<file path="config.mk">
export PLATFORM = sky130hd
export DESIGN_NAME = scue_uart
export DESIGN_NICKNAME = d
export VERILOG_FILES = /design/src/scue_pkg.sv /design/src/scue_uart.sv
export SDC_FILE = /design/constraint.sdc
export NUM_CORES = 1
export LEC_CHECK = 0
export ABC_AREA = 1
export BUFFER_PORTS_ARGS = -buffer_cell sky130_fd_sc_hd__buf_2
export CAP_MARGIN = 10
export CORE_MARGIN = 4
export CORE_UTILIZATION = 35
export DETAILED_ROUTE_END_ITERATION = 10
export PLACE_DENSITY = 0.51
export SLEW_MARGIN = 10
export SYNTH_ARGS = -nofsm -noshare
export SYNTH_HDL_FRONTEND = slang
export SYNTH_SLANG_ARGS = --single-unit
export TNS_END_PERCENT = 30
</file>
<file path="constraint.sdc">
create_clock -name pclk -period 4 [get_ports pclk]
set_input_delay 0.6 -clock pclk [delete_from_list [all_inputs] [get_ports pclk]]
set_output_delay 0.6 -clock pclk [all_outputs]
set_load 0.005 [all_outputs]
</file>
<file path="src/scue_pkg.sv">
// Package: register map, field layout, reset values, commands and states of the UART channel engine
package scue_pkg;

	////////////////////////////////////////////////////////////////////////////////
	// Register indices; byte address is four times the index
	localparam logic [7:0] IDX_MODE = 8'h00;
	localparam logic [7:0] IDX_CMD = 8'h01;
	localparam logic [7:0] IDX_TX_PTR = 8'h02;
	localparam logic [7:0] IDX_RX_PTR = 8'h03;
	localparam logic [7:0] IDX_EVENT = 8'h04;
	localparam logic [7:0] IDX_RX_MAX = 8'h05;
	localparam logic [7:0] IDX_IDLE_LIMIT = 8'h28;
	localparam logic [7:0] IDX_IDLE_COUNT = 8'h2a;
	localparam logic [7:0] IDX_BRK_LEN = 8'h2c;
	localparam logic [7:0] IDX_BRK_CNT = 8'h2e;
	localparam logic [7:0] IDX_BRK_REP = 8'h30;
	localparam logic [7:0] IDX_TEMP_MASK = 8'h32;
	localparam logic [7:0] IDX_TX_DESC = 8'h40;
	localparam logic [7:0] IDX_RX_DESC = 8'h50;

	////////////////////////////////////////////////////////////////////////////////
	// Channel mode register fields
	localparam int MODE_TX_EN = 0;
	localparam int MODE_RX_EN = 1;
	localparam int MODE_LEN_LSB = 2;
	localparam int MODE_PAR_EN = 6;
	localparam int MODE_PAR_ODD = 7;
	localparam int MODE_TWO_STOP = 8;
	localparam int MODE_DIV_LSB = 16;
	localparam logic [31:0] MODE_RESET = 32'h0010_0020;
	localparam logic [5:0] RX_MAX_RESET = 6'h10;

	// Descriptor word fields
	localparam int DESC_FLAG = 16;
	localparam int DESC_WRAP = 17;
	localparam int DESC_CM = 18;
	localparam int DESC_IRQ = 19;
	localparam int DESC_IDLE = 20;
	localparam int DESC_PERR = 21;
	localparam int DESC_FERR = 22;
	localparam int DESC_CNT_LSB = 24;

	// Event register bits
	localparam int EV_TX_DONE = 0;
	localparam int EV_RX_CLOSE = 1;
	localparam int EV_IDLE = 2;
	localparam int EV_BREAK = 3;

	////////////////////////////////////////////////////////////////////////////////
	// Commands written to the command register
	typedef enum logic [2:0] {
		CMD_NONE = 3'b000,
		CMD_HALT_TX = 3'b001,
		CMD_RESUME_TX = 3'b010,
		CMD_RESET_TX = 3'b011,
		CMD_CLOSE_RX = 3'b100,
		CMD_RESET_RX = 3'b101,
		CMD_RESET_BOTH = 3'b110
	} scue_cmd_t;

	typedef enum logic [2:0] {
		TXS_RUN = 3'b000,
		TXS_DRAIN = 3'b001,
		TXS_BREAK = 3'b010,
		TXS_GUARD = 3'b011,
		TXS_HALTED = 3'b100
	} scue_tx_t;

	typedef enum logic [1:0] {
		RXS_HUNT = 2'b00,
		RXS_START = 2'b01,
		RXS_BITS = 2'b10,
		RXS_BREAK = 2'b11
	} scue_rx_t;

	// Decoded channel mode
	typedef struct packed {
		logic tx_en;
		logic rx_en;
		logic [3:0] len;
		logic par_en;
		logic par_odd;
		logic two_stop;
		logic [7:0] div;
	} scue_mode_t;

endpackage : scue_pkg

</file>
<file path="src/scue_uart.sv">
// UART channel engine: APB registers, descriptor tables, transmitter and receiver
//
// What this block does
// - Clearing transmit enable disables the transmitter and halts it until a resume or transmit reset command.
// - Once enabled, sending starts at the pointed descriptor when it is ready.
// - Disable, reset transmit parameters, adjust, enable again: quick transmitter restart.
// - Clearing receive enable aborts reception at once and resets the receiver.
// - Once enabled, reception fills the pointed descriptor if it is marked empty.
// - Disable, reset receive parameters, adjust, enable again: quick receiver restart.
// - Protocol change: clear both enables, reset both, rewrite mode, enable both.
// - Data length 5 to 14, one or two stops, even, odd or no parity.
// - One shared bit rate; no modem lines and no fractional stop bits.
// - After data, idle characters are counted; reaching the limit closes the buffer.
// - An idle limit of zero never closes a buffer on idle time.
// - Idle character is start, data, optional parity and stop bits long.
// - Length of the last break is kept in bit times.
// - Break counter rises once per break, however long it lasts.
// - Each halt sends the programmed number of all-zero break characters.
// - Enabled transmitter sends idles and polls at once, then every character time.
// - When data leaves a descriptor, its ready bit clears, event if flagged.
// - A ready next descriptor follows without a gap; otherwise idles are sent.
// - Continuous-mode descriptors keep ready set and are resent on the next pass.
// - Halt aborts the message, drains up to two characters, pointer stays.
// - Close-receive closes the descriptor in use and moves on; no-op when idle.
//
// Our own choice: register access over APB.
`timescale 1ns/1ps
`default_nettype none

module scue_uart
	import scue_pkg::*;
#(
	parameter int DESC_N = 4
) (
	// Clock and reset
	input wire logic pclk,
	input wire logic presetn,
	// APB slave
	input wire logic psel,
	input wire logic penable,
	input wire logic pwrite,
	input wire logic [11:0] paddr,
	input wire logic [31:0] pwdata,
	output logic [31:0] prdata,
	output logic pready,
	output logic pslverr,
	// Serial line
	input wire logic rxd,
	output logic txd
);

	import scue_pkg::*;

	localparam int PW = (DESC_N > 1) ? $clog2(DESC_N) : 1;

	////////////////////////////////////////////////////////////////////////////////
	// Storage
	logic [31:0] mode_reg;
	logic [31:0] tx_tab [DESC_N];
	logic [31:0] rx_tab [DESC_N];
	logic [PW-1:0] tx_ptr;
	logic [PW-1:0] rx_ptr;
	logic [3:0] events;
	logic [5:0] rx_max;
	logic [15:0] idle_timeout_limit;
	logic [15:0] idle_countdown;
	logic [15:0] last_break_length;
	logic [15:0] break_event_count;
	logic [15:0] tx_break_repeat;
	scue_mode_t m;

	// Mode decode with data length held to the legal span
	always_comb begin
		m.tx_en = mode_reg[MODE_TX_EN];
		m.rx_en = mode_reg[MODE_RX_EN];
		m.len = mode_reg[MODE_LEN_LSB +: 4];
		if (m.len < 4'h5) m.len = 4'h5;
		if (m.len > 4'he) m.len = 4'he;
		m.par_en = mode_reg[MODE_PAR_EN];
		m.par_odd = mode_reg[MODE_PAR_ODD];
		m.two_stop = mode_reg[MODE_TWO_STOP];
		m.div = (mode_reg[MODE_DIV_LSB +: 8] == 8'h00) ? 8'h01 : mode_reg[MODE_DIV_LSB +: 8];
	end

	// Bit times of one character, also the idle character length
	logic [4:0] char_bits;
	logic [4:0] rx_bits;
	assign char_bits = 5'h01 + {1'b0, m.len} + {4'h0, m.par_en} + 5'h01 + {4'h0, m.two_stop};
	assign rx_bits = {1'b0, m.len} + {4'h0, m.par_en} + 5'h01;

	// Character frame, unused upper bits are stop ones
	function automatic logic [17:0] scue_frame(input logic [13:0] d, input logic [3:0] len,
			input logic par_en, input logic par_odd);
		logic [17:0] f;
		logic p;
		f = '1;
		f[0] = 1'b0;
		p = par_odd;
		for (int i = 0; i < 14; i++) begin
			if (i < int'(len)) begin
				f[i + 1] = d[i];
				p = p ^ d[i];
			end
		end
		if (par_en) f[len + 4'h1] = p;
		return f;
	endfunction : scue_frame

	////////////////////////////////////////////////////////////////////////////////
	// APB decode
	logic setup;
	logic wr;
	logic [7:0] idx;
	logic addr_ok;
	logic [31:0] rd_data;
	logic rd_ok;
	scue_cmd_t cmd;
	assign setup = psel & ~penable;
	assign wr = psel & penable & pready & pwrite & addr_ok; // Refused places take no write
	assign idx = paddr[9:2];
	assign addr_ok = (paddr[1:0] == 2'b00) && (paddr[11:10] == 2'b00);
	assign cmd = (wr && idx == IDX_CMD) ? scue_cmd_t'(pwdata[2:0]) : CMD_NONE;

	// Read mux; the temporary mask reads as zero
	always_comb begin
		rd_data = 32'h0000_0000;
		rd_ok = addr_ok;
		if (idx >= IDX_TX_DESC && idx < IDX_TX_DESC + 8'(DESC_N)) begin
			rd_data = tx_tab[PW'(idx - IDX_TX_DESC)];
		end else if (idx >= IDX_RX_DESC && idx < IDX_RX_DESC + 8'(DESC_N)) begin
			rd_data = rx_tab[PW'(idx - IDX_RX_DESC)];
		end else begin
			case (idx)
				IDX_MODE: rd_data = mode_reg;
				IDX_CMD: rd_data = 32'h0000_0000;
				IDX_TX_PTR: rd_data = 32'(tx_ptr);
				IDX_RX_PTR: rd_data = 32'(rx_ptr);
				IDX_EVENT: rd_data = {28'h000_0000, events};
				IDX_RX_MAX: rd_data = {26'h000_0000, rx_max};
				IDX_IDLE_LIMIT: rd_data = {16'h0000, idle_timeout_limit};
				IDX_IDLE_COUNT: rd_data = {16'h0000, idle_countdown};
				IDX_BRK_LEN: rd_data = {16'h0000, last_break_length};
				IDX_BRK_CNT: rd_data = {16'h0000, break_event_count};
				IDX_BRK_REP: rd_data = {16'h0000, tx_break_repeat};
				IDX_TEMP_MASK: rd_data = 32'h0000_0000;
				default: rd_ok = 1'b0;
			endcase
		end
	end

	// No wait state: answer is prepared in the setup cycle
	always_ff @(posedge pclk or negedge presetn) begin
		if (!presetn) begin
			pready <= 1'b0;
			prdata <= 32'h0000_0000;
			pslverr <= 1'b0;
		end else begin
			pready <= setup;
			pslverr <= setup & ~rd_ok; // Error stands with pready only
			if (setup) begin
				prdata <= (!pwrite && rd_ok) ? rd_data : 32'h0000_0000;
			end
		end
	end

	// Plain software registers; parameter resets clear the break repeat and idle limit
	always_ff @(posedge pclk or negedge presetn) begin
		if (!presetn) begin
			mode_reg <= MODE_RESET;
			rx_max <= RX_MAX_RESET;
			idle_timeout_limit <= 16'h0000;
			tx_break_repeat <= 16'h0000;
		end else begin
			if (wr && idx == IDX_MODE) mode_reg <= pwdata;
			if (wr && idx == IDX_RX_MAX) rx_max <= pwdata[5:0];
			if (wr && idx == IDX_IDLE_LIMIT) idle_timeout_limit <= pwdata[15:0];
			if (wr && idx == IDX_BRK_REP) tx_break_repeat <= pwdata[15:0];
			if (cmd == CMD_RESET_TX || cmd == CMD_RESET_BOTH) tx_break_repeat <= 16'h0000;
			if (cmd == CMD_RESET_RX || cmd == CMD_RESET_BOTH) idle_timeout_limit <= 16'h0000;
		end
	end

	////////////////////////////////////////////////////////////////////////////////
	// Transmitter
	scue_tx_t tx_state;
	logic tx_en_q;
	logic [7:0] tx_div;
	logic tx_tick;
	logic [17:0] tx_shift;
	logic [4:0] tx_left;
	logic [13:0] tx_hold;
	logic tx_hold_v;
	logic [4:0] poll_cnt;
	logic [15:0] brk_left;
	logic resume_pend;
	logic poll;
	logic fetch;
	logic finishing;
	assign tx_tick = (tx_div == 8'h00);
	assign finishing = tx_tick && tx_left <= 5'h01;
	// While a character is on the line, poll every cycle so a ready buffer lands gap-free
	assign poll = m.tx_en && tx_state == TXS_RUN && !tx_hold_v && (poll_cnt == 5'h00 || tx_left != 5'h00);
	assign fetch = poll && tx_tab[tx_ptr][DESC_FLAG];

	// Transmit bit clock; the receiver has its own phase counter at the same rate
	always_ff @(posedge pclk or negedge presetn) begin
		if (!presetn) tx_div <= 8'h00;
		else if (!m.tx_en || tx_tick) tx_div <= m.div - 8'h01;
		else tx_div <= tx_div - 8'h01;
	end

	// Poll interval of one character time
	always_ff @(posedge pclk or negedge presetn) begin
		if (!presetn) poll_cnt <= 5'h00;
		else if (!m.tx_en) poll_cnt <= 5'h00;
		else if (poll && !fetch && poll_cnt == 5'h00) poll_cnt <= char_bits;
		else if (tx_tick && poll_cnt != 5'h00) poll_cnt <= poll_cnt - 5'h01;
	end

	// Descriptor fetch into the holding stage
	always_ff @(posedge pclk or negedge presetn) begin
		if (!presetn) begin
			tx_hold <= 14'h0000;
			tx_hold_v <= 1'b0;
		end else if (!m.tx_en) begin
			tx_hold_v <= 1'b0;
		end else if (fetch) begin
			tx_hold <= tx_tab[tx_ptr][13:0];
			tx_hold_v <= 1'b1;
		end else if (finishing && tx_state != TXS_BREAK && tx_state != TXS_GUARD) begin
			tx_hold_v <= 1'b0;
		end
	end

	// Pointer: advances on fetch only, so a halt leaves it in place
	always_ff @(posedge pclk or negedge presetn) begin
		if (!presetn) tx_ptr <= '0;
		else if (cmd == CMD_RESET_TX || cmd == CMD_RESET_BOTH) tx_ptr <= '0;
		else if (wr && idx == IDX_TX_PTR) tx_ptr <= pwdata[PW-1:0];
		else if (fetch) tx_ptr <= (tx_tab[tx_ptr][DESC_WRAP] || tx_ptr == PW'(DESC_N - 1)) ? '0 : tx_ptr + 1'b1;
	end

	// Sequencing of data, drain, breaks and the guard idle
	always_ff @(posedge pclk or negedge presetn) begin
		if (!presetn) begin
			tx_state <= TXS_RUN;
			tx_en_q <= 1'b0;
			brk_left <= 16'h0000;
			resume_pend <= 1'b0;
		end else begin
			tx_en_q <= m.tx_en;
			if (cmd == CMD_RESET_TX || cmd == CMD_RESET_BOTH) begin
				tx_state <= TXS_RUN;
				resume_pend <= 1'b0;
			end else if (tx_en_q && !m.tx_en) begin
				tx_state <= TXS_HALTED;
				resume_pend <= 1'b0;
			end else if (cmd == CMD_HALT_TX && (tx_state == TXS_RUN || tx_state == TXS_HALTED)) begin
				tx_state <= TXS_DRAIN;
				brk_left <= tx_break_repeat;
				resume_pend <= 1'b0;
			end else if (cmd == CMD_RESUME_TX) begin
				if (tx_state == TXS_HALTED) tx_state <= TXS_RUN;
				else if (tx_state != TXS_RUN) resume_pend <= 1'b1;
			end else if (m.tx_en && finishing) begin
				case (tx_state)
					TXS_DRAIN: begin
						if (!tx_hold_v) tx_state <= (brk_left != 16'h0000) ? TXS_BREAK : TXS_GUARD;
						if (!tx_hold_v && brk_left != 16'h0000) brk_left <= brk_left - 16'h0001;
					end
					TXS_BREAK: begin
						if (brk_left != 16'h0000) brk_left <= brk_left - 16'h0001;
						else tx_state <= TXS_GUARD;
					end
					TXS_GUARD: tx_state <= resume_pend ? TXS_RUN : TXS_HALTED;
					default: tx_state <= tx_state;
				endcase
			end
		end
	end

	// Serialiser; breaks are a full character of zeros, guard is a character of ones
	always_ff @(posedge pclk or negedge presetn) begin
		if (!presetn) begin
			tx_shift <= '1;
			tx_left <= 5'h00;
			txd <= 1'b1;
		end else if (!m.tx_en) begin
			tx_left <= 5'h00;
			txd <= 1'b1;
		end else if (tx_tick && tx_left > 5'h01) begin
			tx_shift <= {1'b1, tx_shift[17:1]};
			tx_left <= tx_left - 5'h01;
			txd <= tx_shift[1];
		end else if (finishing) begin
			if (tx_hold_v && (tx_state == TXS_RUN || tx_state == TXS_DRAIN)) begin
				tx_shift <= scue_frame(tx_hold, m.len, m.par_en, m.par_odd);
				tx_left <= char_bits;
				txd <= 1'b0;
			end else if ((tx_state == TXS_DRAIN && brk_left != 16'h0000) ||
					(tx_state == TXS_BREAK && brk_left != 16'h0000)) begin
				tx_shift <= '0;
				tx_left <= char_bits;
				txd <= 1'b0;
			end else if (tx_state == TXS_DRAIN || tx_state == TXS_BREAK) begin
				tx_shift <= '1;
				tx_left <= char_bits;
				txd <= 1'b1;
			end else begin
				tx_left <= 5'h00;
				txd <= 1'b1;
			end
		end
	end

	// Transmit table: software writes, engine clears ready after taking the data
	always_ff @(posedge pclk or negedge presetn) begin
		if (!presetn) begin
			for (int i = 0; i < DESC_N; i++) tx_tab[i] <= 32'h0000_0000;
		end else begin
			for (int i = 0; i < DESC_N; i++) begin
				if (wr && idx == IDX_TX_DESC + 8'(i)) tx_tab[i] <= pwdata;
			end
			if (fetch && !tx_tab[tx_ptr][DESC_CM]) tx_tab[tx_ptr][DESC_FLAG] <= 1'b0;
		end
	end

	////////////////////////////////////////////////////////////////////////////////
	// Receiver
	scue_rx_t rx_state;
	logic [7:0] rx_ph;
	logic rx_tick;
	logic [17:0] rx_sh;
	logic [4:0] rx_cnt;
	logic rx_zero;
	logic [4:0] idle_bits;
	logic idle_armed;
	logic [15:0] brk_bits;
	logic char_done;
	logic [17:0] rx_al;
	logic [13:0] rx_data;
	logic rx_perr;
	logic store;
	logic [5:0] cur_cnt;
	logic idle_close;
	logic close;
	logic rx_reset;
	assign rx_tick = (rx_ph == 8'h00);
	assign rx_reset = cmd == CMD_RESET_RX || cmd == CMD_RESET_BOTH;
	assign char_done = m.rx_en && rx_state == RXS_BITS && rx_tick && rx_cnt == rx_bits - 5'h01;
	assign rx_al = {rxd, rx_sh[17:1]} >> (5'd18 - rx_bits);
	assign rx_data = rx_al[13:0] & 14'((18'h00001 << m.len) - 18'h00001);
	assign rx_perr = m.par_en && ((^rx_data) ^ rx_al[m.len] ^ m.par_odd);
	assign cur_cnt = rx_tab[rx_ptr][DESC_CNT_LSB +: 6];
	assign store = char_done && !(rx_zero && !rxd) && rx_tab[rx_ptr][DESC_FLAG];
	assign idle_close = m.rx_en && rx_state == RXS_HUNT && rx_tick && rxd && idle_armed &&
		idle_bits == char_bits - 5'h01 && idle_countdown == 16'h0001;
	assign close = (store && cur_cnt + 6'h01 >= rx_max) ||
		(cur_cnt != 6'h00 && rx_tab[rx_ptr][DESC_FLAG] &&
		(idle_close || cmd == CMD_CLOSE_RX));

	// Receive bit framing, break tracking and idle counting
	always_ff @(posedge pclk or negedge presetn) begin
		if (!presetn) begin
			rx_state <= RXS_HUNT;
			rx_ph <= 8'h00;
			rx_sh <= 18'h00000;
			rx_cnt <= 5'h00;
			rx_zero <= 1'b0;
			idle_bits <= 5'h00;
			brk_bits <= 16'h0000;
		end else if (!m.rx_en) begin
			rx_state <= RXS_HUNT;
			rx_ph <= 8'h00;
			idle_bits <= 5'h00;
		end else begin
			rx_ph <= rx_tick ? m.div - 8'h01 : rx_ph - 8'h01;
			case (rx_state)
				RXS_HUNT: begin
					if (!rxd) begin
						rx_state <= RXS_START;
						rx_ph <= {1'b0, m.div[7:1]};
						idle_bits <= 5'h00;
					end else if (rx_tick) begin
						idle_bits <= (idle_bits == char_bits - 5'h01) ? 5'h00 : idle_bits + 5'h01;
					end
				end
				RXS_START: if (rx_tick) begin
					rx_state <= rxd ? RXS_HUNT : RXS_BITS;
					rx_cnt <= 5'h00;
					rx_zero <= 1'b1;
				end
				RXS_BITS: if (rx_tick) begin
					rx_sh <= {rxd, rx_sh[17:1]};
					rx_zero <= rx_zero & ~rxd;
					rx_cnt <= rx_cnt + 5'h01;
					if (char_done) begin
						rx_state <= (rx_zero && !rxd) ? RXS_BREAK : RXS_HUNT;
						brk_bits <= {11'h000, rx_bits} + 16'h0001;
					end
				end
				RXS_BREAK: if (rx_tick) begin
					if (!rxd) brk_bits <= brk_bits + 16'h0001;
					else rx_state <= RXS_HUNT;
				end
				default: rx_state <= RXS_HUNT;
			endcase
		end
	end

	// Idle timeout countdown, armed by each data character
	always_ff @(posedge pclk or negedge presetn) begin
		if (!presetn) begin
			idle_countdown <= 16'h0000;
			idle_armed <= 1'b0;
		end else if (rx_reset || !m.rx_en) begin
			idle_countdown <= 16'h0000;
			idle_armed <= 1'b0;
		end else if (char_done && !(rx_zero && !rxd)) begin
			idle_countdown <= idle_timeout_limit;
			idle_armed <= idle_timeout_limit != 16'h0000;
		end else if (m.rx_en && rx_state == RXS_HUNT && rx_tick && rxd && idle_armed &&
				idle_bits == char_bits - 5'h01) begin
			idle_countdown <= idle_countdown - 16'h0001;
			if (idle_countdown == 16'h0001) idle_armed <= 1'b0;
		end
	end

	// Break statistics
	always_ff @(posedge pclk or negedge presetn) begin
		if (!presetn) begin
			last_break_length <= 16'h0000;
			break_event_count <= 16'h0000;
		end else if (rx_reset) begin
			last_break_length <= 16'h0000;
			break_event_count <= 16'h0000;
		end else begin
			if (wr && idx == IDX_BRK_CNT) break_event_count <= pwdata[15:0];
			if (char_done && rx_zero && !rxd) break_event_count <= break_event_count + 16'h0001;
			if (m.rx_en && rx_state == RXS_BREAK && rx_tick && rxd) last_break_length <= brk_bits;
		end
	end

	// Receive pointer moves past each closed descriptor
	always_ff @(posedge pclk or negedge presetn) begin
		if (!presetn) rx_ptr <= '0;
		else if (rx_reset) rx_ptr <= '0;
		else if (wr && idx == IDX_RX_PTR) rx_ptr <= pwdata[PW-1:0];
		else if (close) rx_ptr <= (rx_tab[rx_ptr][DESC_WRAP] || rx_ptr == PW'(DESC_N - 1)) ? '0 : rx_ptr + 1'b1;
	end

	// Receive table: characters land in the current descriptor, close clears empty
	always_ff @(posedge pclk or negedge presetn) begin
		if (!presetn) begin
			for (int i = 0; i < DESC_N; i++) rx_tab[i] <= 32'h0000_0000;
		end else begin
			for (int i = 0; i < DESC_N; i++) begin
				if (wr && idx == IDX_RX_DESC + 8'(i)) rx_tab[i] <= pwdata;
			end
			if (store) begin
				rx_tab[rx_ptr][13:0] <= rx_data;
				rx_tab[rx_ptr][DESC_CNT_LSB +: 6] <= cur_cnt + 6'h01;
				rx_tab[rx_ptr][DESC_PERR] <= rx_tab[rx_ptr][DESC_PERR] | rx_perr;
				rx_tab[rx_ptr][DESC_FERR] <= rx_tab[rx_ptr][DESC_FERR] | ~rxd;
			end
			if (close) begin
				if (!rx_tab[rx_ptr][DESC_CM]) rx_tab[rx_ptr][DESC_FLAG] <= 1'b0;
				rx_tab[rx_ptr][DESC_IDLE] <= idle_close;
			end
		end
	end

	////////////////////////////////////////////////////////////////////////////////
	// Sticky events, write one to clear; a new event wins over the clear
	logic [3:0] ev_set;
	assign ev_set[EV_TX_DONE] = fetch && tx_tab[tx_ptr][DESC_IRQ];
	assign ev_set[EV_RX_CLOSE] = close;
	assign ev_set[EV_IDLE] = idle_close;
	assign ev_set[EV_BREAK] = char_done && rx_zero && !rxd;

	always_ff @(posedge pclk or negedge presetn) begin
		if (!presetn) events <= 4'h0;
		else if (wr && idx == IDX_EVENT) events <= (events & ~pwdata[3:0]) | ev_set;
		else events <= events | ev_set;
	end

endmodule : scue_uart

`default_nettype wire

</file>
Word level (Yosys, flattened, before mapping)
Cells that the tools add are included.
Widths: inputs -> output; s select.
{"block": "word_totals", "register_bits": 545, "latchBits": 0, "ramBits": 0, "mem_bits_ro": 0, "input_bits": 50, "output_inout_bits": 35, "word_cells": 641, "mem_count": 0}
{"block": "classes", "addsub": 28, "mul": 0, "div_mod_pow": 0, "n_lt_le_gt_ge": 32, "n_eq_ne": 62, "shifts": 2, "mux": 302, "bitwise_logic": 43, "reduce_logical": 132}
{"cell": "$bwmux 128", "count": 5}
{"cell": "$mux 128", "count": 5}
{"cell": "$mux 32", "count": 15}
{"cell": "$demux 32 s2", "count": 7}
{"cell": "$mux 16", "count": 21}
{"cell": "$pmux 32 s10", "count": 1}
{"cell": "$and 128x128->128", "count": 2}
{"cell": "$bmux 32 s2", "count": 4}
{"cell": "$not 128->128", "count": 2}
{"cell": "$mux 1", "count": 166}
{"cell": "$mux 18", "count": 6}
{"cell": "$mux 30", "count": 3}
{"cell": "$mux 5", "count": 16}
{"cell": "$logic_and 1x1->1", "count": 65}
{"cell": "$eq 8x7->1 const B", "count": 8}
{"cell": "$pmux 16 s2", "count": 2}
{"cell": "$eq 8x6->1 const B", "count": 6}
{"cell": "$mux 8", "count": 6}
{"cell": "$mux 20", "count": 2}
{"cell": "$mux 17", "count": 2}
{"cell": "$mux 2", "count": 17}
{"cell": "$add 16x1->16 const B", "count": 2}
{"cell": "$logic_not 8->1", "count": 4}
{"cell": "$reduce_bool 16->1", "count": 2}
{"cell": "other kinds (90)", "count": 232}

Depth between registers and ports, before layout
Gate-level depths: netlist of the first run.
{"block": "depth", "depth_word": 93, "depth_mapped": 35, "depth_no_buf": 32}

Least setup slack after synthesis of the first run
No wires, ideal clock.
{"block": "synth_timing", "path_type": "reg2reg", "startpoint": "reg mode_reg[3]", "endpoint": "reg rx_tab[21] (netlist bit)", "setup_time_ns": 0.121, "arrival_ns": 4.140, "t_required_ns": 3.879, "path_slack_ns": -0.261, "path_stages_with_launch": 30, "path_buffers": 5, "synth_period_minus_slack_ns": 4.261, "path_cell_list": "dfrtp_1 > buf_4 > nor2_4 > o21ai_0 > o21ai_2 > inv_1 > ha_1 > clkbuf_2 > clkinv_1 > buf_2 > ha_1 > clkbuf_1 > buf_2 > nand3_1 > inv_1 > nand2_1 > o21ai_0 > nand3_1 > nand2_1 > nand2_1 > clkinv_1 > nand2_1 > nand2_1 > nand2_1 > nand2_1 > nand3_1 > nand3_1 > nand2_1 > nand2_1 > nand2_1"}
{"block": "synth_between", "elab_chain_len": 22, "word_cells_on_any_way": 43, "cone_classes": "10 x add/sub; 2 x order compare; 2 x eq/ne; 2 x shift; 11 x mux; 5 x bitwise; 11 x reduce/logical"}
{"element": "from (decl)", "line_no": "scue_uart.sv:58", "text": "logic [31:0] mode_reg;"}
{"element": "from (signal assigned)", "line_no": "scue_uart.sv:174", "text": "if (wr && idx == IDX_MODE) mode_reg <= pwdata;"}
{"element": "$lt 4x3->1", "line_no": "scue_uart.sv:77", "text": "if (m.len < 4'h5) m.len = 4'h5;"}
{"element": "$mux 4 (*)", "line_no": "scue_uart.sv:77"}
{"element": "$gt 4x4->1", "line_no": "scue_uart.sv:78", "text": "if (m.len > 4'he) m.len = 4'he;"}
{"element": "$mux 4 (*)", "line_no": "scue_uart.sv:78"}
{"element": "$add 4x1->5", "line_no": "scue_uart.sv:89", "text": "assign rx_bits = {1'b0, m.len} + {4'h0, m.par_en} + 5'h01;"}
{"element": "$add 5x1->5", "line_no": "scue_uart.sv:89"}
{"element": "$sub 5x5->5", "line_no": "scue_uart.sv:351", "text": "assign rx_al = {rxd, rx_sh[17:1]} >> (5'd18 - rx_bits);"}
{"element": "$shr 18x5->16", "line_no": "scue_uart.sv:351"}
{"element": "[... 6 more ...]"}
{"element": "$bwmux 128", "line_no": "scue_uart.sv:463", "text": "rx_tab[rx_ptr][DESC_PERR] <= rx_tab[rx_ptr][DESC_PERR] | rx_perr;"}
{"element": "$bwmux 128", "line_no": "scue_uart.sv:464", "text": "rx_tab[rx_ptr][DESC_FERR] <= rx_tab[rx_ptr][DESC_FERR] | ~rxd;"}
{"element": "$mux 128", "line_no": "scue_uart.sv:460", "text": "if (store) begin"}
{"element": "$and 128x128->128 (no line)"}
{"element": "$mux 128", "line_no": "scue_uart.sv:467", "text": "if (!rx_tab[rx_ptr][DESC_CM]) rx_tab[rx_ptr][DESC_FLAG] <= 1'b0;"}
{"element": "$mux 128", "line_no": "scue_uart.sv:466", "text": "if (close) begin"}
{"element": "$bwmux 128", "line_no": "scue_uart.sv:468", "text": "rx_tab[rx_ptr][DESC_IDLE] <= idle_close;"}
{"element": "$mux 128 (*)", "line_no": "scue_uart.sv:466"}
{"element": "to (signal, indexed assignment)", "line_no": "scue_uart.sv:463"}
{"element": "to (signal, indexed assignment)", "line_no": "scue_uart.sv:464"}
{"element": "to (signal, indexed assignment)", "line_no": "scue_uart.sv:468"}
{"element": "to (decl)", "line_no": "scue_uart.sv:60", "text": "logic [31:0] rx_tab [DESC_N];"}
Every way passes the cells marked *; elsewhere a longest branch is shown, timed or not. The select of a mux whose other input is x is not followed.
A chain may end at the register's enable or synchronous reset.

Final worst setup path of the first run
{"block": "layout_timing", "startpoint": "reg rx_ptr[0]", "endpoint": "reg rx_ptr[0]"}
{"block": "layout_between", "elab_chain_len": 9, "word_cells_on_any_way": 20, "cone_classes": "2 x add/sub; 1 x order compare; 1 x eq/ne; 7 x mux; 1 x bitwise; 8 x reduce/logical"}
{"element": "from (decl)", "line_no": "scue_uart.sv:62", "text": "logic [PW-1:0] rx_ptr;"}
{"element": "from (signal assigned)", "line_no": "scue_uart.sv:448", "text": "else if (wr && idx == IDX_RX_PTR) rx_ptr <= pwdata[PW-1:0];"}
{"element": "from (signal assigned)", "line_no": "scue_uart.sv:449", "text": "else if (close) rx_ptr <= (rx_tab[rx_ptr][DESC_WRAP] || rx_ptr == PW'(DESC_N - 1)) ? '0 : rx_ptr + 1'b1;"}
{"element": "$not 2->3 (implied by the code)"}
{"element": "$bmux 32 s2"}
{"element": "$mux 30 (2 in series)"}
{"element": "$add 6x1->6 (tied with other cells)", "line_no": "scue_uart.sv:358", "text": "assign close = (store && cur_cnt + 6'h01 >= rx_max) ||"}
{"element": "$ge 6x6->1 (tied with other cells)", "line_no": "scue_uart.sv:358"}
{"element": "$logic_and 1x1->1 (tied with other cells)", "line_no": "scue_uart.sv:358"}
{"element": "$logic_or 1x1->1 / $mux 2 (equally long branches)", "line_no": "scue_uart.sv:358, scue_uart.sv:448"}
{"element": "$reduce_bool 3->1 (no line) / $mux 2 (equally long branches)"}
Parallel ways exist; a longest one is shown, timed or not. The select of a mux whose other input is x is not followed.

==> results.ini, run 1 <==
[floorplan]
core_mm2=0.0858
die_h_um=303
top_level_ports=85
die-width_um=303
dieArea_mm2=0.0918
std_cell_rows=107
start_util_pct=35.5

[synthesis]
synth-edff-count=0
synth_seq_cells=543
synth_area_leader_cell=dfrtp_1
synth_ff_type=dfrtp_1
syn_inst=3973
syn_avg_cell_area_um2=7.67
yosys.area.top_type_share_pct=42.9
synth_fa_ha_area_share_pct=1.63
synth_top_family_by_area=simple AND/OR/NAND/NOR gates
synth_warnings=0
yosys-top-cells-area=dfrtp_1 (43%), nand2_1 (11%), o21ai_0 (7.8%)
synth_seq_area_share_pct=44.7
synthSimpleGateAreaFrac_pct=22.5
yosysUniqueCellTypes=67
synthMuxAreaShare_pct=0.407
async_reset_ff_share_pct=100
synth_xor_area_share_pct=2.53
synthesis.area_mm2=0.0305
synth_compound_area_share_pct=20.7

[timing]
period_share_pct=94.0
hold_slack_ps=-4.90
worst_slew_pin_slew_ps=1090
relSlewSlack_pct=26.7
hold_viol_final=1
period_minus_slack_ps=3760
maxSlewViolCount=0
setup_viol=0
fmax_ghz=0.266
finClkSkew_ps=24.5

[finish]
largest_reg_flops=128
top_register=tx_tab
fin_area_mm2=0.0352
final_nets=4182
antenna_cells=0
drive_above_1_share_pct=11.7
syn2layout_area_growth_pct=15.7
largestRegisters=tx_tab: 128 flops, rx_tab: 96 flops

[placed_design]
io_buffers=84
hpwl_um=84800
placed_cell_area_mm2=0.0330
place_congestion=0.956

[grt]
grt_max_degree=92
grtUsageTotal_pct=25.2
overflow=0
grt_pass1_vias=27092
antenna_found_initial=2
grt_pass1_wl_um=175000

[worst_setup_path]
startpoint_type=flop
arrival_ps=4250
required_ps=4490
cp_max_fo=12
worstSetupPathType=reg -> reg
crit_path_end_kind=flop

[drt]
vias_per_cell=5.50
vias=29070
routed_wl_um=117000
wl_per_cell_um=22.2
drc=0
drt_iter0_markers=3111
drt_first_pass_iters=7
ant_nets=0

[power]
p_per_area_mw_per_mm2=341
peakVddDrop_uv=254
p_leak_nw=16.7
power_mw=12.0

[clock_tree]
clock-root-buffer=clkbuf_16
htree_levels=3
cts.clk_slew.worst_paths_ps=60
clkSinkCount=543
clk_latency_ps=620
numCtsBuffers=67
cts_tree=built
cts_buffer_depth=3

[hold_path]
hp-class=in -> async

[status]
violations=negative hold slack
status=finished with violations

[run]
maxCapViolCount=0

## worst max-delay path, cell delays in order (launching register included)
cell and delay (ps):
dfrtp_1 460, clkinvlp_4 250, or2_2 320, a32oi_1 240, inv_1 210, ha_1 230
inv_1 60, nand2_1 50, nand2_1 210, inv_1 80, ha_1 260, o21ai_0 80
a21boi_0 110, o21a_1 180, o21a_1 170, o2111ai_1 240, nand2_2 120, inv_2 130
nand3_1 100, nand2_1 80, nand2_1 60
## layout by cell type (no fill, tap or decap), types with 35 or more instances in the layout
cell / Yosys / final
nand2_1: 910 / 906
dfrtp_1: 522 / 522
o21ai_0: 477 / 474
inv_1: 348 / 347
nor2_1: 347 / 343
a21oi_1: 174 / 174
nand3_1: 180 / 171
buf_4: 9 / 162
o22ai_1: 157 / 157
buf_2: 26 / 83
nor3_1: 78 / 75
a211oi_1: 73 / 73
clkbuf_16: 0 / 67
xor2_1: 65 / 63
o21ai_1: 36 / 38
ha_1: 38 / 35
## cells by family after synthesis
logic type | after synthesis
AND/OR/NAND/NOR | 1625
multiplexers | 12
XOR/XNOR | 88
buffers and inverters | 582
AO/OA/AOI/OAI | 1083
adder cells (fa/ha/maj) | 39
other | 1
flip-flops | 543
## power breakdown
| group | leakage (nW) | switching (mW) | total (mW) | internal [mW] |
|---|---|---|---|---|
| clock | 1.02 | 2.53 | 5.95 | 3.43 |
| combinational | 8.37 | 0.430 | 0.543 | 0.113 |
| sequential | 7.26 | 0.0112 | 5.52 | 5.51 |
| total | 16.7 | 2.97 | 12.0 | 9.05 |
## through the flow
stage	setup TNS, ps	hold slack, ps	setup slack (ps)	util (%)	std cells
after global routing	-5.04	32.9	-4.33	41.1	5283
final	0	-4.90	241	41.1	5283
after detailed placement	0	458	0.620	38.5	5164
after CTS	0	33.0	65.0	40.9	5279
after global placement	0	456	53.4	38.5	5164
after floorplan	0	304	3.61	-	3974
## cells in the mapped netlist (4+ instances only)
| library cell | count |
|---|---|
| or2_2 | 11 |
| a32o_1 | 19 |
| dfrtp_1 | 522 |
| buf_4 | 9 |
| o21a_1 | 7 |
| or3_1 | 7 |
| inv_1 | 348 |
| xor2_1 | 65 |
| a21oi_1 | 174 |
| nor2_2 | 6 |
| nand2_1 | 910 |
| nor3_1 | 78 |
| o2111ai_1 | 9 |
| nand2_2 | 12 |
| inv_2 | 10 |
| buf_2 | 26 |
| xnor2_1 | 23 |
| nand4_1 | 24 |
| ha_1 | 38 |
| nand3_1 | 180 |
| o211ai_1 | 16 |
| nand3b_1 | 6 |
| mux2i_1 | 9 |
| nor2_8 | 4 |
| nand3_2 | 10 |
| o31ai_1 | 23 |
| dfstp_2 | 21 |
| clkinv_1 | 10 |
| nor2_1 | 347 |
| o22ai_1 | 157 |
| nor4_1 | 14 |
| a211oi_1 | 73 |
| o21ai_0 | 477 |
| a32oi_1 | 4 |
| o21ai_1 | 36 |
| buf_1 | 7 |
| a31oi_1 | 29 |
| a221oi_1 | 23 |
| o221ai_1 | 14 |
| clkbuf_1 | 167 |
## metal layers
metal	global-route usage (%)	share of wire, %
met1	36.2	46
met2	37.3	42
met3	6.23	8.7
met4	7.73	3.3
met5	0	0
## timing repair
| item | in CTS | in global routing |
|---|---|---|
| endpoints found under the setup margin | 21 | 132 |
| hold buffers | 0 | 0 |
| pin swaps | 0 | 1 |
| resized for setup | 1 | 21 |
| buffers inserted | 0 | 4 |
## path summary, 6_finish.rpt
| kind | end | cells after the start | slack (ps) | startpoint |
|---|---|---|---|---|
| worst max-delay path | rx_ptr[0]$_DFFE_PN0P_ | 20 | 240 | rx_ptr[0]$_DFFE_PN0P_ |
| worst min-delay path | resume_pend$_DFFE_PN0P_ | 1 | -5 | presetn |
| worst max register to register | rx_ptr[0]$_DFFE_PN0P_ | 20 | 240 | rx_ptr[0]$_DFFE_PN0P_ |
| worst min register to register | tx_div[0]$_DFF_PN0_ | 1 | 460 | tx_div[0]$_DFF_PN0_ |
| max in group asynchronous | mode_reg[20]$_DFFE_PN1P_ | 2 | 2940 | presetn |
| min in group pclk | pready$_DFF_PN0_ | 2 | 190 | penable |
## cell type report
class | count | area, µm²
flip-flops and latches | 543 | 13600
fillers | 8830 | 50600
clock buffers | 92 | 1840
clock inverters | 23 | 240
multi-input cells | 2849 | 14700
well taps | 1144 | 1430
repair buffers | 263 | 1990
inverters | 369 | 1400
Power figures use the tool's default switching activity.
==> run 2: changes to the inputs <==
--- a/config.mk
+++ b/config.mk
@@ -11,7 +11,7 @@
 export CORE_MARGIN = 4
 export CORE_UTILIZATION = 35
 export DETAILED_ROUTE_END_ITERATION = 10
-export PLACE_DENSITY = 0.51
+export PLACE_DENSITY = 0.49
 export SLEW_MARGIN = 10
 export SYNTH_ARGS = -nofsm -noshare
 export SYNTH_HDL_FRONTEND = slang
==> constraint.sdc (replaced) <==
create_clock -name pclk -period 4.25 [get_ports pclk]
set_input_delay 0.6375 -clock pclk [delete_from_list [all_inputs] [get_ports pclk]]
set_output_delay 0.6375 -clock pclk [all_outputs]
set_load 0.005 [all_outputs]
==> results.ini, run 2 (synthesis results as in run 1) <==
[worst_setup_path]
required_ps=4800
crit_path_end_kind=flop
rr_worst_depth=21
startpoint=mode_reg[5]$_DFFE_PN1P_
startpoint_type=flop
cp_max_fo=14
arrival_ps=4560
r2r-end=rx_ptr[0]$_DFFE_PN0P_
r2r-start=mode_reg[5]$_DFFE_PN1P_
worstSetupPathType=reg -> reg
r2r_slack_ps=240

[drt]
drt_iter0_markers=3183
wl_per_cell_um=22.7
routed_wl_um=120000
vias=29176
drc=0
ant_nets=0
drt_first_pass_iters=7
vias_per_cell=5.55

[clock_tree]
htree_levels=3
clock-root-buffer=clkbuf_16
cts.clk_slew.worst_paths_ps=60
cts_tree=built
clk_latency_ps=650
numCtsBuffers=69
clkSinkCount=543
postCtsHoldBufs=0
cts_buffer_depth=3

[floorplan]
die-width_um=303
core_mm2=0.0858
top_level_ports=85
start_util_pct=35.5
dieArea_mm2=0.0918
std_cell_rows=107
die_h_um=303

[placed_design]
dpl.cell_count=5130
io_buffers=84
hpwl_um=85500
placed_cell_area_mm2=0.0328
place_ws_ps=238
place_congestion=0.969

[hold_path]
hp-class=in -> async

[timing]
period_minus_slack_ps=4010
finClkSkew_ps=37.8
hold_viol_final=0
fmax_ghz=0.249
relSlewSlack_pct=21.0
worst_slew_pin_slew_ps=1170
period_share_pct=94.4
setup_viol=0
setup_slack_ps=239
maxSlewViolCount=0

[finish]
largest_reg_flops=128
layout_common_cells=nand2_1 (904), dfrtp_1 (522), o21ai_0 (474)
drive_above_1_share_pct=11.3
fin_cells=5259
top_register=tx_tab
fillerInstances=8819
antenna_cells=0
largestRegisters=tx_tab: 128 flops, rx_tab: 96 flops
syn2layout_area_growth_pct=15.6
final_common_cell=nand2_1
fin_area_mm2=0.0352
final_nets=4150

[grt]
grt_pass1_wl_um=179000
grt_max_degree=89
overflow=0
gr-usage-met1_pct=38.1
antenna_found_initial=3
globalRouteMet3Util_pct=4.82
grt_busiest_layer=met2
grt_pass1_vias=27104
grtUsageTotal_pct=25.7
met2_usage_pct=38.4

[run]
maxCapViolCount=0

[power]
p_per_area_mw_per_mm2=338
peakVddDrop_uv=428
p_leak_nw=16.7

[status]
status=finished, final reports clean

==> run 2: cell type report <==
| type | count | area, µm² | area share, % |
|---|---|---|---|
| clock buffers | 98 | 2060 | 5.84 |
| clock inverters | 27 | 314 | 0.892 |
| inverters | 369 | 1390 | 3.94 |
| multi-input cells | 2849 | 14700 | 41.7 |
| flip-flops and latches | 543 | 13600 | 38.7 |
| well taps | 1144 | 1430 | 4.06 |
| repair buffers | 229 | 1730 | 4.91 |
==> run 2: routing by layer <==
metal	wire, µm	up-vias
li1	-	13660
met4	3370	4
met5	27	-
met1	55500	14254
met2	51800	1078
met3	8860	180
==> run 2: timing repair <==
item / CTS / global route
setup buffers: 0 / 4
setup endpoints to repair: 0 / 95
gates resized for setup: 0 / 18
==> run 2: through the flow <==
| stage | setup TNS [ps] | util (%) | total power [mW] | hold slack, ps |
|---|---|---|---|---|
| after global placement | 0 | 38.2 | 5.80 | 458 |
| final | 0 | 41.0 | 11.9 | 56.5 |
| after global routing | -6.67 | 41.0 | 12.3 | 72.8 |
| after floorplan | 0 | - | 5.47 | 342 |
| after detailed placement | 0 | 38.2 | 5.80 | 455 |
| after CTS | 0 | 40.9 | 12.0 | 55.1 |
==> run 2: worst max-delay path by stage <==
stage                            endpoint  slack, ps  cells past startpoint
detailed placement  rx_tab[109]$_DFF_PN0_        240                     21
global placement     rx_tab[98]$_DFF_PN0_        280                     23
global route         rx_tab[85]$_DFF_PN0_         -6                     30
CTS                 rx_ptr[0]$_DFFE_PN0P_        220                     21
finish              rx_ptr[0]$_DFFE_PN0P_        240                     21
floorplan            rx_tab[21]$_DFF_PN0_         80                     29
==> run 2: critical path, cell delays in order (launching register included) <==
cell     delay (ps)
dfstp_2         550
inv_2            40
buf_4           190
a21oi_1         250
buf_4           180
inv_1           100
ha_1            460
ha_1            270
xor2_1          180
xor2_1          150
nor3_1          160
nand3_1         130
inv_1            90
nand4_1         280
o31ai_2         190
buf_4           200
nand2_1          60
nand2_2         120
inv_2            90
nand3_1          90
nand2_1          50
nand2_1          80
==> run 2: power by group <==
group / internal [mW] / leakage, nW / switching (mW) / total, mW
sequential: 5.18 / 7.26 / 0.0101 / 5.19
combinational: 0.107 / 8.21 / 0.412 / 0.518
clock: 3.74 / 1.18 / 2.46 / 6.20
